--- config.mk ---
export PLATFORM = sky130hd
export DESIGN_NAME = fsup_top
export DESIGN_NICKNAME = d
export VERILOG_FILES = /design/src/fsup_sync.v /design/src/fsup_chan.v /design/src/fsup_top.v
export VERILOG_INCLUDE_DIRS = /design/src /design/src/src
export SDC_FILE = /design/constraint.sdc
export NUM_CORES = 1
export LEC_CHECK = 0
export BUFFER_PORTS_ARGS = -buffer_cell sky130_fd_sc_hd__buf_2
export CAP_MARGIN = 10
export CORE_MARGIN = 2
export CORE_UTILIZATION = 31
export CTS_CLUSTER_SIZE = 20
export DETAILED_ROUTE_END_ITERATION = 12
export MAX_ROUTING_LAYER = met4
export PLACE_DENSITY = 0.5
export SLEW_MARGIN = 0
export SYNTH_ARGS = -nofsm -noshare
export SYNTH_HDL_FRONTEND = slang
export SYNTH_SLANG_ARGS = --single-unit
export TNS_END_PERCENT = 100
--- constraint.sdc ---
create_clock -name ref_clk -period 3.4 [get_ports ref_clk]
set_clock_uncertainty 0.1 [all_clocks]
set_input_delay 0.34 -clock ref_clk [delete_from_list [all_inputs] [get_ports ref_clk]]
set_output_delay 0.34 -clock ref_clk [all_outputs]
set_load 0.03 [all_outputs]
--- src/fsup_regs.vh ---
/*
  Register offsets, field positions, reset values and table values
  of the dual channel fault supervisor. Definitions only; included
  by bare name from the top-level design file.
*/
`ifndef FSUP_REGS_VH
`define FSUP_REGS_VH

// register offsets
`define FSUP_ADDR_LIMIT_CFG 8'h0e
`define FSUP_ADDR_LTIMER_CFG 8'h0f
`define FSUP_ADDR_MTIMER_CFG 8'h10
`define FSUP_ADDR_STATUS1 8'h11
`define FSUP_ADDR_STATUS2 8'h12
`define FSUP_ADDR_ENABLE1 8'h13
`define FSUP_ADDR_ENABLE2 8'h14

// reset values
`define FSUP_RST_LIMIT_CFG 8'h0f
`define FSUP_RST_LTIMER_CFG 8'h0a
`define FSUP_RST_MTIMER_CFG 8'h99
`define FSUP_RST_ENABLE1 8'h3c
`define FSUP_RST_ENABLE2 8'h0f
`define FSUP_RST_STATUS1 8'h20
`define FSUP_RST_STATUS2 8'h00

// field positions
`define FSUP_BIT_RFEN 6
`define FSUP_BIT_FBOEN 4
`define FSUP_BIT_OVEN 2
`define FSUP_BIT_UVEN 0
`define FSUP_BIT_ANALOG_ONLY_OVERVOLTAGE 7
`define FSUP_BIT_OCEN 4
`define FSUP_BIT_LIMEN 2
`define FSUP_BIT_ISOEN 0
`define FSUP_BIT_PC 5
`define FSUP_BIT_EVTCNT 4

// event thresholds and limit timer maxima
`define FSUP_EVT_T0 6'h01
`define FSUP_EVT_T1 6'h04
`define FSUP_EVT_T2 6'h10
`define FSUP_EVT_T3 6'h20
`define FSUP_LIM_M0 6'h04
`define FSUP_LIM_M1 6'h08
`define FSUP_LIM_M2 6'h10
`define FSUP_LIM_M3 6'h20

// main timer maxima, code 0 disables
`define FSUP_MAIN_OFF 14'h0000
`define FSUP_MAIN_M1 14'h03e8
`define FSUP_MAIN_M2 14'h05dc
`define FSUP_MAIN_M3 14'h07d0
`define FSUP_MAIN_M4 14'h09c4
`define FSUP_MAIN_M5 14'h0bb8
`define FSUP_MAIN_M6 14'h0dac
`define FSUP_MAIN_M7 14'h0fa0
`define FSUP_MAIN_M8 14'h1388
`define FSUP_MAIN_M9 14'h1770
`define FSUP_MAIN_M10 14'h1b58
`define FSUP_MAIN_M11 14'h1f40
`define FSUP_MAIN_M12 14'h2710
`define FSUP_MAIN_M13 14'h2ee0
`define FSUP_MAIN_M14 14'h36b0
`define FSUP_MAIN_M15 14'h3fff

`endif

--- src/fsup_sync.v ---
/*
  Three-stage synchroniser for a bundle of asynchronous levels.
  Assumes each bit is a slow level; the output follows only once
  the second and third stages agree.
*/
`timescale 1ns/1ns
`default_nettype none
module fsup_sync #(
  parameter WIDTH = 16
) (
  input wire ref_clk,
  input wire srst,
  input wire [WIDTH-1:0] async_in,
  output reg [WIDTH-1:0] sync_out
);
  reg [WIDTH-1:0] stg1_ff;
  reg [WIDTH-1:0] stg2_ff;
  reg [WIDTH-1:0] stg3_ff;
  integer i;

  // stage one is read by stage two only
  always @(posedge ref_clk) begin
    if (srst) begin
      stg1_ff <= {WIDTH{1'b0}};
      stg2_ff <= {WIDTH{1'b0}};
      stg3_ff <= {WIDTH{1'b0}};
      sync_out <= {WIDTH{1'b0}};
    end else begin
      stg1_ff <= async_in;
      stg2_ff <= stg1_ff;
      stg3_ff <= stg2_ff;
      for (i = 0; i < WIDTH; i = i + 1) begin
        if (stg2_ff[i] == stg3_ff[i]) begin
          sync_out[i] <= stg3_ff[i];
        end
      end
    end
  end
endmodule // fsup_sync
`default_nettype wire

--- src/fsup_chan.v ---
/*
  One channel's counters: limit event counter, 6-bit limit fault
  timer and 14-bit main fault timer. Timers advance on the channel
  switching clock tick, a one-cycle pulse on ref_clk.
*/
`timescale 1ns/1ns
`default_nettype none
module fsup_chan #(
  parameter LIM_W = 6,
  parameter MAIN_W = 14
) (
  input wire ref_clk,
  input wire srst,
  input wire tick,
  input wire clr,
  input wire evt,
  input wire [5:0] evt_thr,
  input wire [LIM_W-1:0] lim_max,
  input wire main_run,
  input wire [MAIN_W-1:0] main_max,
  output wire evt_hit,
  output wire lim_exp,
  output wire main_exp
);
  reg [5:0] evt_cnt_ff;
  reg [LIM_W-1:0] lim_cnt_ff;
  reg [MAIN_W-1:0] main_cnt_ff;

  assign evt_hit = (evt_cnt_ff >= evt_thr);
  assign lim_exp = evt_hit && (lim_cnt_ff >= lim_max);
  // a zero maximum means the main timer never expires
  assign main_exp = (main_max != {MAIN_W{1'b0}}) && (main_cnt_ff >= main_max);

  // counters saturate at their maximum and clear with the channel
  always @(posedge ref_clk) begin
    if (srst || clr) begin
      evt_cnt_ff <= 6'h00;
      lim_cnt_ff <= {LIM_W{1'b0}};
      main_cnt_ff <= {MAIN_W{1'b0}};
    end else begin
      if (evt && !evt_hit) begin
        evt_cnt_ff <= evt_cnt_ff + 6'h01;
      end
      if (evt_hit && tick && !lim_exp) begin
        lim_cnt_ff <= lim_cnt_ff + 1'b1;
      end
      if (!main_run) begin
        main_cnt_ff <= {MAIN_W{1'b0}};
      end else if (tick && !main_exp && main_max != {MAIN_W{1'b0}}) begin
        main_cnt_ff <= main_cnt_ff + 1'b1;
      end
    end
  end
endmodule // fsup_chan
`default_nettype wire

--- src/fsup_top.v ---
/*
  Fault supervisor for a two-channel controller: limit and timer
  configuration, read-to-clear fault status, fault enables, and the
  per-channel fault decisions. Assumes an SPI front end that hands
  over decoded register writes, the end of a read command transfer
  and the end of the read response transfer as one-cycle strobes.
*/
// Function
// - event count field selects 1/4/16/32 events
// - count limit events, act at threshold
// - threshold field picks comparator level select
// - 6-bit limit timer on channel clock
// - limit timer maximum 4/8/16/32
// - dual phase: channel 1 limit timer only
// - 14-bit main timer on channel clock
// - main timer code table, zero disables
// - dual phase: single main timer both channels
// - status sets on fault, read clears gone ones
// - clear happens at end of response transfer
// - power cycled flag blocks enable until read
// - first status register bit layout
// - dual phase masks channel 2 UV/OV/OC/limit faults, not isolation or feedback open
// - undercurrent and overcurrent flags reported
// - limit status only after threshold reached
// - disabled faults leave fault pin alone
// - ramp enable 0 masks UV, CV limit
// - ramp enable 1 keeps faults during ramp
// - feedback open fault has no status bit
// - analog-only option hides overvoltage
// - sense pin open gated by enables
// - latched fault off until channel enable write
`timescale 1ns/1ns
`default_nettype none
`include "fsup_regs.vh"
module fsup_top #(
  parameter LIM_W = 6,
  parameter MAIN_W = 14
) (
  input wire ref_clk,
  input wire srst,
  input wire reg_wr,
  input wire [7:0] reg_addr,
  input wire [7:0] reg_wdata,
  input wire reg_rd,
  input wire reg_rd_done,
  output reg [7:0] reg_rdata,
  input wire [1:0] cond_uv,
  input wire [1:0] cond_ov,
  input wire [1:0] cond_uc,
  input wire [1:0] cond_oc,
  input wire [1:0] cond_iso,
  input wire [1:0] cond_fbo,
  input wire [1:0] cond_limit,
  input wire cond_rto,
  input wire cond_tw,
  input wire [1:0] chan_tick,
  input wire [1:0] chan_running,
  input wire [1:0] soft_start_active,
  input wire [1:0] channel_enable_wr,
  input wire [7:0] fault_latch_cfg,
  input wire cv_mode,
  input wire dual_phase_mode,
  output wire power_cycled_flag,
  output wire [3:0] current_limit_threshold_select,
  output reg [1:0] chan_shutdown,
  output wire [1:0] fault_pin_out,
  output reg [1:0] fault_pin_oe
);
  // one-hot read clear tracker states
  localparam ST_IDLE = 3'b001;
  localparam ST_PEND1 = 3'b010;
  localparam ST_PEND2 = 3'b100;

  reg [7:0] limit_cfg_ff;
  reg [7:0] ltimer_cfg_ff;
  reg [7:0] mtimer_cfg_ff;
  reg [7:0] enable1_ff;
  reg [7:0] enable2_ff;
  reg [7:0] status1_ff;
  reg [7:0] status2_ff;
  reg [7:0] nxt_status1;
  reg [7:0] nxt_status2;
  reg [2:0] rd_state_ff;
  reg [2:0] nxt_rd_state;
  reg [1:0] latch_off_ff;
  reg [1:0] nxt_latch_off;
  reg [1:0] limit_sync_d_ff;

  wire [15:0] synced;
  wire [1:0] s_uv;
  wire [1:0] s_ov;
  wire [1:0] s_uc;
  wire [1:0] s_oc;
  wire [1:0] s_iso;
  wire [1:0] s_fbo;
  wire [1:0] s_limit;
  wire s_rto;
  wire s_tw;

  // analog comparator levels are asynchronous to ref_clk
  fsup_sync #(
    .WIDTH(16)
  ) u_sync (
    .ref_clk(ref_clk),
    .srst(srst),
    .async_in({cond_rto, cond_tw, cond_limit, cond_fbo, cond_iso,
      cond_oc, cond_uc, cond_ov, cond_uv}),
    .sync_out(synced)
  );

  assign s_uv = synced[1:0];
  assign s_ov = synced[3:2];
  assign s_uc = synced[5:4];
  assign s_oc = synced[7:6];
  assign s_iso = synced[9:8];
  assign s_fbo = synced[11:10];
  assign s_limit = synced[13:12];
  assign s_tw = synced[14];
  assign s_rto = synced[15];

  // decode of the event count field, shared by both channels
  function [5:0] evt_thr_of;
    input [1:0] code;
    begin
      case (code)
        2'b00: evt_thr_of = `FSUP_EVT_T0;
        2'b01: evt_thr_of = `FSUP_EVT_T1;
        2'b10: evt_thr_of = `FSUP_EVT_T2;
        default: evt_thr_of = `FSUP_EVT_T3;
      endcase
    end
  endfunction

  // decode of the limit timer field
  function [5:0] lim_max_of;
    input [1:0] code;
    begin
      case (code)
        2'b00: lim_max_of = `FSUP_LIM_M0;
        2'b01: lim_max_of = `FSUP_LIM_M1;
        2'b10: lim_max_of = `FSUP_LIM_M2;
        default: lim_max_of = `FSUP_LIM_M3;
      endcase
    end
  endfunction

  // decode of the main timer field
  function [13:0] main_max_of;
    input [3:0] code;
    begin
      case (code)
        4'h0: main_max_of = `FSUP_MAIN_OFF;
        4'h1: main_max_of = `FSUP_MAIN_M1;
        4'h2: main_max_of = `FSUP_MAIN_M2;
        4'h3: main_max_of = `FSUP_MAIN_M3;
        4'h4: main_max_of = `FSUP_MAIN_M4;
        4'h5: main_max_of = `FSUP_MAIN_M5;
        4'h6: main_max_of = `FSUP_MAIN_M6;
        4'h7: main_max_of = `FSUP_MAIN_M7;
        4'h8: main_max_of = `FSUP_MAIN_M8;
        4'h9: main_max_of = `FSUP_MAIN_M9;
        4'ha: main_max_of = `FSUP_MAIN_M10;
        4'hb: main_max_of = `FSUP_MAIN_M11;
        4'hc: main_max_of = `FSUP_MAIN_M12;
        4'hd: main_max_of = `FSUP_MAIN_M13;
        4'he: main_max_of = `FSUP_MAIN_M14;
        default: main_max_of = `FSUP_MAIN_M15;
      endcase
    end
  endfunction

  // the comparator level select goes straight to the analog side
  assign current_limit_threshold_select = limit_cfg_ff[3:0];
  assign power_cycled_flag = status1_ff[`FSUP_BIT_PC];
  // open-drain pins only ever pull low
  assign fault_pin_out = 2'b00;

  // channel 2 UV, OV, OC and limit faults are ignored in dual phase; isolation and feedback open still act
  wire [1:0] ch_mask = {~dual_phase_mode, 1'b1};

  wire [1:0] en_rf = enable1_ff[7:6];
  wire [1:0] en_fbo = enable1_ff[5:4];
  wire [1:0] en_ov = enable1_ff[3:2];
  wire [1:0] en_uv = enable1_ff[1:0];
  wire ov_analog = enable2_ff[`FSUP_BIT_ANALOG_ONLY_OVERVOLTAGE];
  wire [1:0] en_oc = enable2_ff[5:4];
  wire [1:0] en_lim = enable2_ff[3:2];
  wire [1:0] en_iso = enable2_ff[1:0];

  // ramp window in which masking may apply
  wire [1:0] ramp_mask = soft_start_active & ~en_rf;

  // qualified fault levels that act on each channel
  wire [1:0] act_uv = s_uv & en_uv & ~ramp_mask & ch_mask;
  wire [1:0] act_ov = s_ov & en_ov & {2{~ov_analog}} & ch_mask;
  wire [1:0] act_oc = s_oc & en_oc & ch_mask;
  wire [1:0] act_iso = s_iso & en_iso & (en_oc | en_lim);
  wire [1:0] act_fbo = s_fbo & en_fbo;

  // a limit event is the rising edge of the synchronised level
  wire [1:0] limit_evt = s_limit & ~limit_sync_d_ff;
  wire [1:0] limit_gate = en_lim & ~(ramp_mask & {2{cv_mode}});
  wire [1:0] evt_q = limit_evt & limit_gate & ch_mask;

  // clear counters while the channel is down or blocked
  wire [1:0] chan_clr = ~chan_running | {2{power_cycled_flag}};

  wire [1:0] evt_hit;
  wire [1:0] lim_exp;
  wire [1:0] main_exp;
  wire [1:0] main_run = (act_uv | act_ov | act_oc) & ch_mask;

  // channel 1 always uses its own fields
  fsup_chan #(
    .LIM_W(LIM_W),
    .MAIN_W(MAIN_W)
  ) u_ch1 (
    .ref_clk(ref_clk),
    .srst(srst),
    .tick(chan_tick[0]),
    .clr(chan_clr[0]),
    .evt(evt_q[0]),
    .evt_thr(evt_thr_of(limit_cfg_ff[5:4])),
    .lim_max(lim_max_of(ltimer_cfg_ff[1:0])),
    .main_run(main_run[0]),
    .main_max(main_max_of(mtimer_cfg_ff[3:0])),
    .evt_hit(evt_hit[0]),
    .lim_exp(lim_exp[0]),
    .main_exp(main_exp[0])
  );

  // channel 2 timers stand still in dual phase (held in clear)
  fsup_chan #(
    .LIM_W(LIM_W),
    .MAIN_W(MAIN_W)
  ) u_ch2 (
    .ref_clk(ref_clk),
    .srst(srst),
    .tick(chan_tick[1]),
    .clr(chan_clr[1] | dual_phase_mode),
    .evt(evt_q[1]),
    .evt_thr(evt_thr_of(limit_cfg_ff[7:6])),
    .lim_max(lim_max_of(ltimer_cfg_ff[3:2])),
    .main_run(main_run[1]),
    .main_max(main_max_of(mtimer_cfg_ff[7:4])),
    .evt_hit(evt_hit[1]),
    .lim_exp(lim_exp[1]),
    .main_exp(main_exp[1])
  );

  // in dual phase channel 1 results steer both channels
  wire [1:0] hit_eff = dual_phase_mode ? {2{evt_hit[0]}} : evt_hit;
  wire [1:0] lexp_eff = dual_phase_mode ? {2{lim_exp[0]}} : lim_exp;
  wire [1:0] mexp_eff = dual_phase_mode ? {2{main_exp[0]}} : main_exp;

  // latched fault sources per channel, from the latch configuration
  wire [1:0] latch_hit = (act_uv & fault_latch_cfg[1:0])
    | (act_ov & fault_latch_cfg[3:2])
    | (act_oc & fault_latch_cfg[5:4])
    | (hit_eff & fault_latch_cfg[7:6]);
  wire [1:0] latch_eff = dual_phase_mode ? {2{latch_hit[0]}} : latch_hit;

  // present fault conditions for each status register
  wire [7:0] cond1 = {s_rto, 1'b0, 1'b0, s_tw, s_ov & ch_mask,
    s_uv & ch_mask};
  wire [7:0] cond2 = {s_uc & ch_mask, s_oc & ch_mask,
    evt_hit & ch_mask, s_iso};

  // status, read tracking and latched-off next state
  always @* begin
    nxt_status1 = status1_ff | cond1;
    nxt_status2 = status2_ff | cond2;
    nxt_rd_state = rd_state_ff;
    nxt_latch_off = latch_off_ff & ~channel_enable_wr;
    nxt_latch_off = nxt_latch_off | latch_eff;
    case (rd_state_ff)
      ST_IDLE: begin
        if (reg_rd && reg_addr == `FSUP_ADDR_STATUS1) begin
          nxt_rd_state = ST_PEND1;
        end else if (reg_rd && reg_addr == `FSUP_ADDR_STATUS2) begin
          nxt_rd_state = ST_PEND2;
        end
      end
      ST_PEND1: begin
        // clear only once the response has gone out
        if (reg_rd_done) begin
          nxt_status1 = (status1_ff & cond1) | cond1;
          nxt_rd_state = ST_IDLE;
        end
      end
      ST_PEND2: begin
        if (reg_rd_done) begin
          nxt_status2 = (status2_ff & cond2) | cond2;
          nxt_rd_state = ST_IDLE;
        end
      end
      default: begin
        nxt_rd_state = ST_IDLE;
      end
    endcase
  end

  // configuration registers written by the host
  always @(posedge ref_clk) begin
    if (srst) begin
      limit_cfg_ff <= `FSUP_RST_LIMIT_CFG;
      ltimer_cfg_ff <= `FSUP_RST_LTIMER_CFG;
      mtimer_cfg_ff <= `FSUP_RST_MTIMER_CFG;
      enable1_ff <= `FSUP_RST_ENABLE1;
      enable2_ff <= `FSUP_RST_ENABLE2;
    end else if (reg_wr) begin
      case (reg_addr)
        `FSUP_ADDR_LIMIT_CFG: limit_cfg_ff <= reg_wdata;
        `FSUP_ADDR_LTIMER_CFG: ltimer_cfg_ff <= {4'h0, reg_wdata[3:0]};
        `FSUP_ADDR_MTIMER_CFG: mtimer_cfg_ff <= reg_wdata;
        `FSUP_ADDR_ENABLE1: enable1_ff <= reg_wdata;
        `FSUP_ADDR_ENABLE2: enable2_ff <= {reg_wdata[7], 1'b0, reg_wdata[5:0]};
        default: limit_cfg_ff <= limit_cfg_ff;
      endcase
    end
  end

  // status and tracking state; power cycled comes up set
  always @(posedge ref_clk) begin
    if (srst) begin
      status1_ff <= `FSUP_RST_STATUS1;
      status2_ff <= `FSUP_RST_STATUS2;
      rd_state_ff <= ST_IDLE;
      latch_off_ff <= 2'b00;
      limit_sync_d_ff <= 2'b00;
    end else begin
      status1_ff <= nxt_status1;
      status2_ff <= nxt_status2;
      rd_state_ff <= nxt_rd_state;
      latch_off_ff <= nxt_latch_off;
      limit_sync_d_ff <= s_limit;
    end
  end

  // read data is captured at the end of the command transfer
  always @(posedge ref_clk) begin
    if (srst) begin
      reg_rdata <= 8'h00;
    end else if (reg_rd) begin
      case (reg_addr)
        `FSUP_ADDR_LIMIT_CFG: reg_rdata <= limit_cfg_ff;
        `FSUP_ADDR_LTIMER_CFG: reg_rdata <= ltimer_cfg_ff;
        `FSUP_ADDR_MTIMER_CFG: reg_rdata <= mtimer_cfg_ff;
        `FSUP_ADDR_STATUS1: reg_rdata <= status1_ff;
        `FSUP_ADDR_STATUS2: reg_rdata <= status2_ff;
        `FSUP_ADDR_ENABLE1: reg_rdata <= enable1_ff;
        `FSUP_ADDR_ENABLE2: reg_rdata <= enable2_ff;
        default: reg_rdata <= 8'h00;
      endcase
    end
  end

  // channel outputs; a blocked channel may not run at all
  always @(posedge ref_clk) begin
    if (srst) begin
      chan_shutdown <= 2'b11;
      fault_pin_oe <= 2'b00;
    end else begin
      chan_shutdown <= latch_off_ff | lexp_eff | mexp_eff
        | {2{power_cycled_flag}};
      fault_pin_oe <= act_uv | act_ov | act_oc | act_iso | act_fbo
        | (hit_eff & en_lim);
    end
  end
endmodule // fsup_top
`default_nettype wire

==> results of run 1 <==
-- final timing paths --
check	from	end	depth (start not counted)	slack (ns)
setup / recovery	u_ch1.main_cnt_ff[8]	u_ch1.main_cnt_ff[10]	7	0.59
hold / removal	channel_enable_wr[0]	latch_off_ff[0]	3	0.03
setup reg to reg	u_ch1.main_cnt_ff[8]	u_ch1.main_cnt_ff[10]	7	0.59
hold reg to reg	u_sync.stg1_ff[6]	u_sync.stg2_ff[6]	1	0.33
-- kinds of logic after synthesis --
family	Yosys count	synth area share (%)
adder cells (fa/ha/maj)	64	8.23
other	1	0.0385
XOR/XNOR	28	2.52
AND/OR/NAND/NOR	419	22.1
flip-flops	211	43.4
multiplexers	27	3.70
AO/OA/AOI/OAI	234	15.3
buffers and inverters	112	4.68
-- sequential cells by signal (all words and copies together), names as in the netlist, 7 cells and up --
name	cells
u_ch2.main_max	13
status1_ff	7
enable2_ff	7
limit_cfg_ff	8
u_ch1.main_cnt_ff	14
reg_rdata	8
status2_ff	8
u_sync.sync_out	16
u_ch1.main_max	13
u_sync.stg1_ff	16
mtimer_cfg_ff	8
u_sync.stg3_ff	16
enable1_ff	8
u_sync.stg2_ff	16
u_ch2.main_cnt_ff	14
-- placed cells by master (no fill, tap or decap), types with 14 or more instances in the layout --
cell type,netlist,final
dfxtp_1,211,211
nand2_1,94,94
nor2_1,88,88
a21oi_1,86,86
buf_2,4,70
ha_1,64,64
inv_1,58,58
nor2b_1,57,57
o21ai_0,49,48
nand3_1,47,47
clkbuf_16,0,25
mux2i_1,18,18
nor3_1,17,17
nand4_1,17,17
buf_4,6,17
dlygate4sd3_1,0,16
xor2_1,15,15
or4_1,14,14
and3_1,14,14
-- power groups by stage --
stage,sequential (mW),clock (mW),combinational [mW]
global route,2.51,2.91,0.217
finish,2.51,2.72,0.200
global placement,2.57,0,0.187
detailed placement,2.57,0,0.186
CTS,2.51,2.79,0.201
floorplan,2.56,0,0.104
-- critical path: stages (launching register included) --
cell and delay (ns):
dfxtp_1 0.42, ha_1 0.26, and2_0 0.17, a221o_1 0.35
a2111oi_4 0.39, o21ai_2 0.32, or4_1 0.58, a21oi_1 0.15
-- through the flow --
step / setup slack, ns / total power, mW / instances / hold slack, ns
6_report: 0.585 / 5.43 / 1588 / 0.0326
5_1_grt: 0.339 / 5.64 / 1588 / 0.0340
4_1_cts: 0.598 / 5.50 / 1586 / 0.0220
3_5_place_dp: 0.607 / 2.75 / 1528 / 0.323
3_3_place_gp: 0.672 / 2.75 / 1528 / 0.317
2_1_floorplan: 0.680 / 2.67 / 1097 / 0.314
-- routing by layer --
metal  up-vias  wire (um)  global-route usage, %  part of all wire [%]
met5         -          0                      -                     0
met4         0        735                   5.33                   2.8
met3        43       1130                   2.28                   4.4
met2       162      11600                   25.3                    45
met1      3742      12400                   21.3                    48
li1       4039          -                      -                     -
-- final cells by class --
| type | instances | share of cell area [%] |
|---|---|---|
| repair buffers | 104 | 5.72 |
| clock inverters | 7 | 0.979 |
| inverters | 59 | 1.93 |
| multi-input cells | 774 | 44.0 |
| flip-flops and latches | 211 | 36.7 |
| diodes | 2 | 0.0435 |
| well taps | 396 | 4.31 |
| clock buffers | 35 | 6.29 |
==> results.cfg, run 1 <==
[power_and_ir_drop]
seqPwrFrac_pct = 46.3
p_leak_nw = 4.60
powerDensity_nw_per_um2 = 472
p_sw_share_pct = 21.3
p_comb_share_pct = 3.7
p_clk_share_pct = 50.1
p_sw_mw = 1.16
vdd_ir_drop_max_mv = 0.378
internal_power_mw = 4.27

[critical_path]
arrival_ns = 3.16
crit_required_ns = 3.74
crit_path_end_kind = flip-flop
critPathMaxFanout = 23
critPathKind = reg -> reg
worstSetupStartpointType = flip-flop

[grt]
antenna_found_initial = 2
grt-ovfl-total = 0
grt_pass1_vias = 7513
grt_usage_pct = 16.1
grt_pass1_wl_um = 41200
grt_max_degree = 128

[die]
rows = 64
initial_core_util_pct = 31.7
dieHeight_um = 181
ios = 74
core_um2 = 30700
die-area_um2 = 32800
dieWidth_um = 181

[final_layout]
drive_gt1_share_pct = 12.5
ff_latch_area_um2 = 4220
nFillCells = 3177
postLayoutCoreUtil_pct = 37.4
syn_to_final_growth_pct = 18.1
final_net_count = 1293
fin_area_um2 = 11500
multi_input_area_um2 = 5060

[drt]
first_iter_violations = 554
num_vias = 7986
routed_wirelength_um = 25800
drc = 0
dr.pass1.iters = 7
wl_per_cell_um = 16.3
ant_nets = 0
via_per_inst = 5.03

[clock_tree]
numCtsBuffers = 24
tritoncts = yes
ctsResizeCount = 0
clkTransAtPathRegs_ns = 0.06
htreeDepth = 1
cts_setup_buffers = 0
cts_root_buf = clkbuf_16
cts_buffer_depth = 3
clk_latency_ns = 0.52
postCtsHoldBufs = 16
numClockSinks = 211

[place]
dpl_cell_area_um2 = 10500
detailed_place_hpwl_um = 18900
gp_routability_congestion = 0.817
io_buffers = 71

[timing]
rsz0062_at_grt = false
fin_crit_ns = 2.81
min_period_over_period_pct = 82.8
max_slew.worst_pin.slew_ns = 0.881
slew_headroom_pct = 41.2
drv_slew = 0
fmax_mhz = 355
hold_viol = 0
setup_violations = 0
fin_tns_setup_ns = 0

[synth]
synth_top_area_cell = dfxtp_1
async_flop_share_pct = 0
yosysMostFrequentCell = dfxtp_1
syn_avg_cell_area_um2 = 8.88
synthFlopType = dfxtp_1
yosys-top-cells-area = dfxtp_1 (43%), ha_1 (8.2%), a21oi_1 (4.4%)
ys_warn_count = 0
synth_edf_count = 0
synth_area_um2 = 9730
yosys.cell_types.count = 67
synth_common_cells = dfxtp_1 (211), nand2_1 (94), nor2_1 (88)
synthCells = 1096
synth-seq-cells = 211
seq_area_frac_synth_pct = 43.4
synth_top_area_share_pct = 43.4

[status]
status = complete, no violations

[run]
cap_violations = 0

[min_path]
hp-class = in -> reg
No activity file was read; power rests on OpenSTA's default activity.
==> run 2, diff against run 1 <==
--- a/config.mk
+++ b/config.mk
@@ -6,6 +6,7 @@
 export SDC_FILE = /design/constraint.sdc
 export NUM_CORES = 1
 export LEC_CHECK = 0
+export ABC_AREA = 1
 export BUFFER_PORTS_ARGS = -buffer_cell sky130_fd_sc_hd__buf_2
 export CAP_MARGIN = 10
 export CORE_MARGIN = 2
==> constraint.sdc (replaced) <==
create_clock -name ref_clk -period 2.8 [get_ports ref_clk]
set_clock_uncertainty 0.1 [all_clocks]
set_input_delay 0.28 -clock ref_clk [delete_from_list [all_inputs] [get_ports ref_clk]]
set_output_delay 0.28 -clock ref_clk [all_outputs]
set_load 0.03 [all_outputs]
==> run 2 against run 1 <==
Design area up 8.4%. Cell count increased by 27%. First-iteration DRC count down 17%. Global-route usage fell by 0.26 points. Hold slack lost 0.015 ns. Largest power group unchanged. Highest routed layer unchanged.
==> results.cfg, run 2 <==
[synth]
synth_top_area_cell = dfxtp_1
synthCells = 1448
synthFlopType = dfxtp_1
seq_area_frac_synth_pct = 40.3
yosys-top-cells-area = dfxtp_1 (40%), nand2_1 (12%), ha_1 (7.6%)
yosys.cell_types.count = 43
synth-seq-cells = 211
synth_edf_count = 0
synth_area_um2 = 10500
ys_warn_count = 0
syn_avg_cell_area_um2 = 7.24
yosysMostFrequentCell = nand2_1
synth_common_cells = nand2_1 (328), dfxtp_1 (211), inv_1 (204)
synth_top_area_share_pct = 40.3
async_flop_share_pct = 0

[drt]
dr.pass1.iters = 5
wl_per_cell_um = 13.4
drc = 0
via_per_inst = 4.54
routed_wirelength_um = 27100
first_iter_violations = 461
num_vias = 9173
ant_nets = 0

[timing]
fmax_mhz = 388
max_slew.worst_pin.slew_ns = 0.935
drv_slew = 0
min_period_over_period_pct = 92.1
timing.final.ws_setup_ns = 0.222
fin_tns_setup_ns = 0
hold_viol = 0
setup_violations = 0
fin_crit_ns = 2.58
slew_headroom_pct = 37.7
rsz0062_at_grt = false

[die]
dieHeight_um = 188
core_um2 = 33400
ios = 74
dieWidth_um = 188
die-area_um2 = 35300
initial_core_util_pct = 31.4
rows = 67

[status]
status = complete, no violations

[critical_path]
worstSetupStartpointType = flip-flop
critPathKind = reg -> reg
crit_path_max_incr_delay_ns = 0.59
cpMostUsedCell = nand2_1
crit_path_cell_trace = nand2_1 -> ha_1 -> nand2_1 -> nand2_1 -> nor2_1 -> nand3_2 -> nand2_1 -> nand2_1 -> a21oi_1 -> a21oi_1 -> dlygate4sd3_1
slowest_stage = dlygate4sd3_1
timing.rr.start = limit_cfg_ff[5]
arrival_ns = 2.90
crit_required_ns = 3.12
critPathMaxFanout = 10
crit_path_end_kind = flip-flop
critical_path.startpoint = limit_cfg_ff[5]

[grt]
grt-ovfl-total = 0
antenna_found_initial = 0
grt_pass1_vias = 8616
grt_max_degree = 91
grt_usage_pct = 15.8
grt_pass1_wl_um = 44400

[power_and_ir_drop]
p_comb_share_pct = 4.8
p_sw_share_pct = 22.9
vdd_ir_drop_max_mv = 0.452
internal_power_mw = 5.14
p_sw_mw = 1.53
p_leak_nw = 5.63
p_clk_share_pct = 49.2
powerDensity_nw_per_um2 = 535
seqPwrFrac_pct = 46.0

[clock_tree]
clk_latency_ns = 0.53
cts_buffer_depth = 3
numClockSinks = 211
tritoncts = yes
clkTransAtPathRegs_ns = 0.06
ctsResizeCount = 0
cts_setup_buffers = 0
numCtsBuffers = 26
postCtsHoldBufs = 28
htreeDepth = 1
cts_root_buf = clkbuf_16

[place]
gp_routability_congestion = 0.816
detailed_place_hpwl_um = 20200
post-place-ws_ns = 0.466
io_buffers = 71

[final_layout]
postLayoutCoreUtil_pct = 37.3
syn_to_final_growth_pct = 18.8
drive_gt1_share_pct = 11.1
layout_common_cells = nand2_1 (328), dfxtp_1 (211), inv_1 (204)
num_antenna_cells = 0
final_net_count = 1672
final_common_cell = nand2_1

[min_path]
hp-class = in -> reg
min_from = fault_latch_cfg[6]

[run]
cap_violations = 0
==> run 2: power groups by stage <==
stage / logic (mW) / clock network [mW] / registers [mW]
after floorplan: 0.182 / 0 / 3.13
after global placement: 0.290 / 0 / 3.13
after detailed placement: 0.293 / 0 / 3.14
after CTS: 0.324 / 3.38 / 3.07
after global routing: 0.369 / 3.52 / 3.08
final: 0.321 / 3.28 / 3.07
==> run 2: cell type report <==
cell class / instances / area [um2]
tap: 448 / 561
timing repair buffer: 118 / 781
clock buffer: 38 / 766
fill: 3525 / 21000
clock inverter: 8 / 81.3
inverter: 215 / 820
sequential: 211 / 4220
multi-input combinational: 981 / 5230
==> run 2: metal layers <==
metal  global-route usage [%]  routed length, um  vias up
met1                     20.5              12900     4141
met2                     26.2              12800      116
met4                     3.76                534        0
met3                     2.13                808       39
li1                         -                  -     4877
met5                        -                  0        -
==> run 2: final timing paths <==
check | endpoint | slack [ns] | cells after the start
min | latch_off_ff[0] | 0.02 | 5
max reg2reg | latch_off_ff[1] | 0.22 | 11
min reg2reg | u_sync.stg2_ff[14] | 0.30 | 2
max | latch_off_ff[1] | 0.22 | 11
==> run 2: cells by family after synthesis <==
family,after synthesis,share of synthesized area (%)
other,1,0.0357
adders and majority gates,64,7.63
AOI/OAI and AO/OA,215,11.2
xor gates and xnor gates,34,2.84
buffers and inverters,257,9.91
and+or+nand+nor,666,28.1
DFF,211,40.3
==> run 2: worst max-delay path: cells and delay by family (launching register included) <==
family / cells / cell delay [ns]
AND/OR/NAND/NOR: 7 / 0.89
AO/OA/AOI/OAI: 2 / 0.22
adder cells (fa/ha/maj): 1 / 0.29
buffers and inverters: 1 / 0.59
flip-flops: 1 / 0.37
==> run 2: per-stage QoR <==
| stage | hold WS, ns | total power, mW | area, um2 | std cells |
|---|---|---|---|---|
| floorplan | 0.287 | 3.31 | 10500 | 1449 |
| global placement | 0.291 | 3.42 | 11300 | 1945 |
| detailed placement | 0.294 | 3.43 | 11300 | 1945 |
| CTS | 0.0136 | 6.77 | 12500 | 2019 |
| global route | 0.0469 | 6.97 | 12500 | 2019 |
| finish | 0.0171 | 6.67 | 12500 | 2019 |
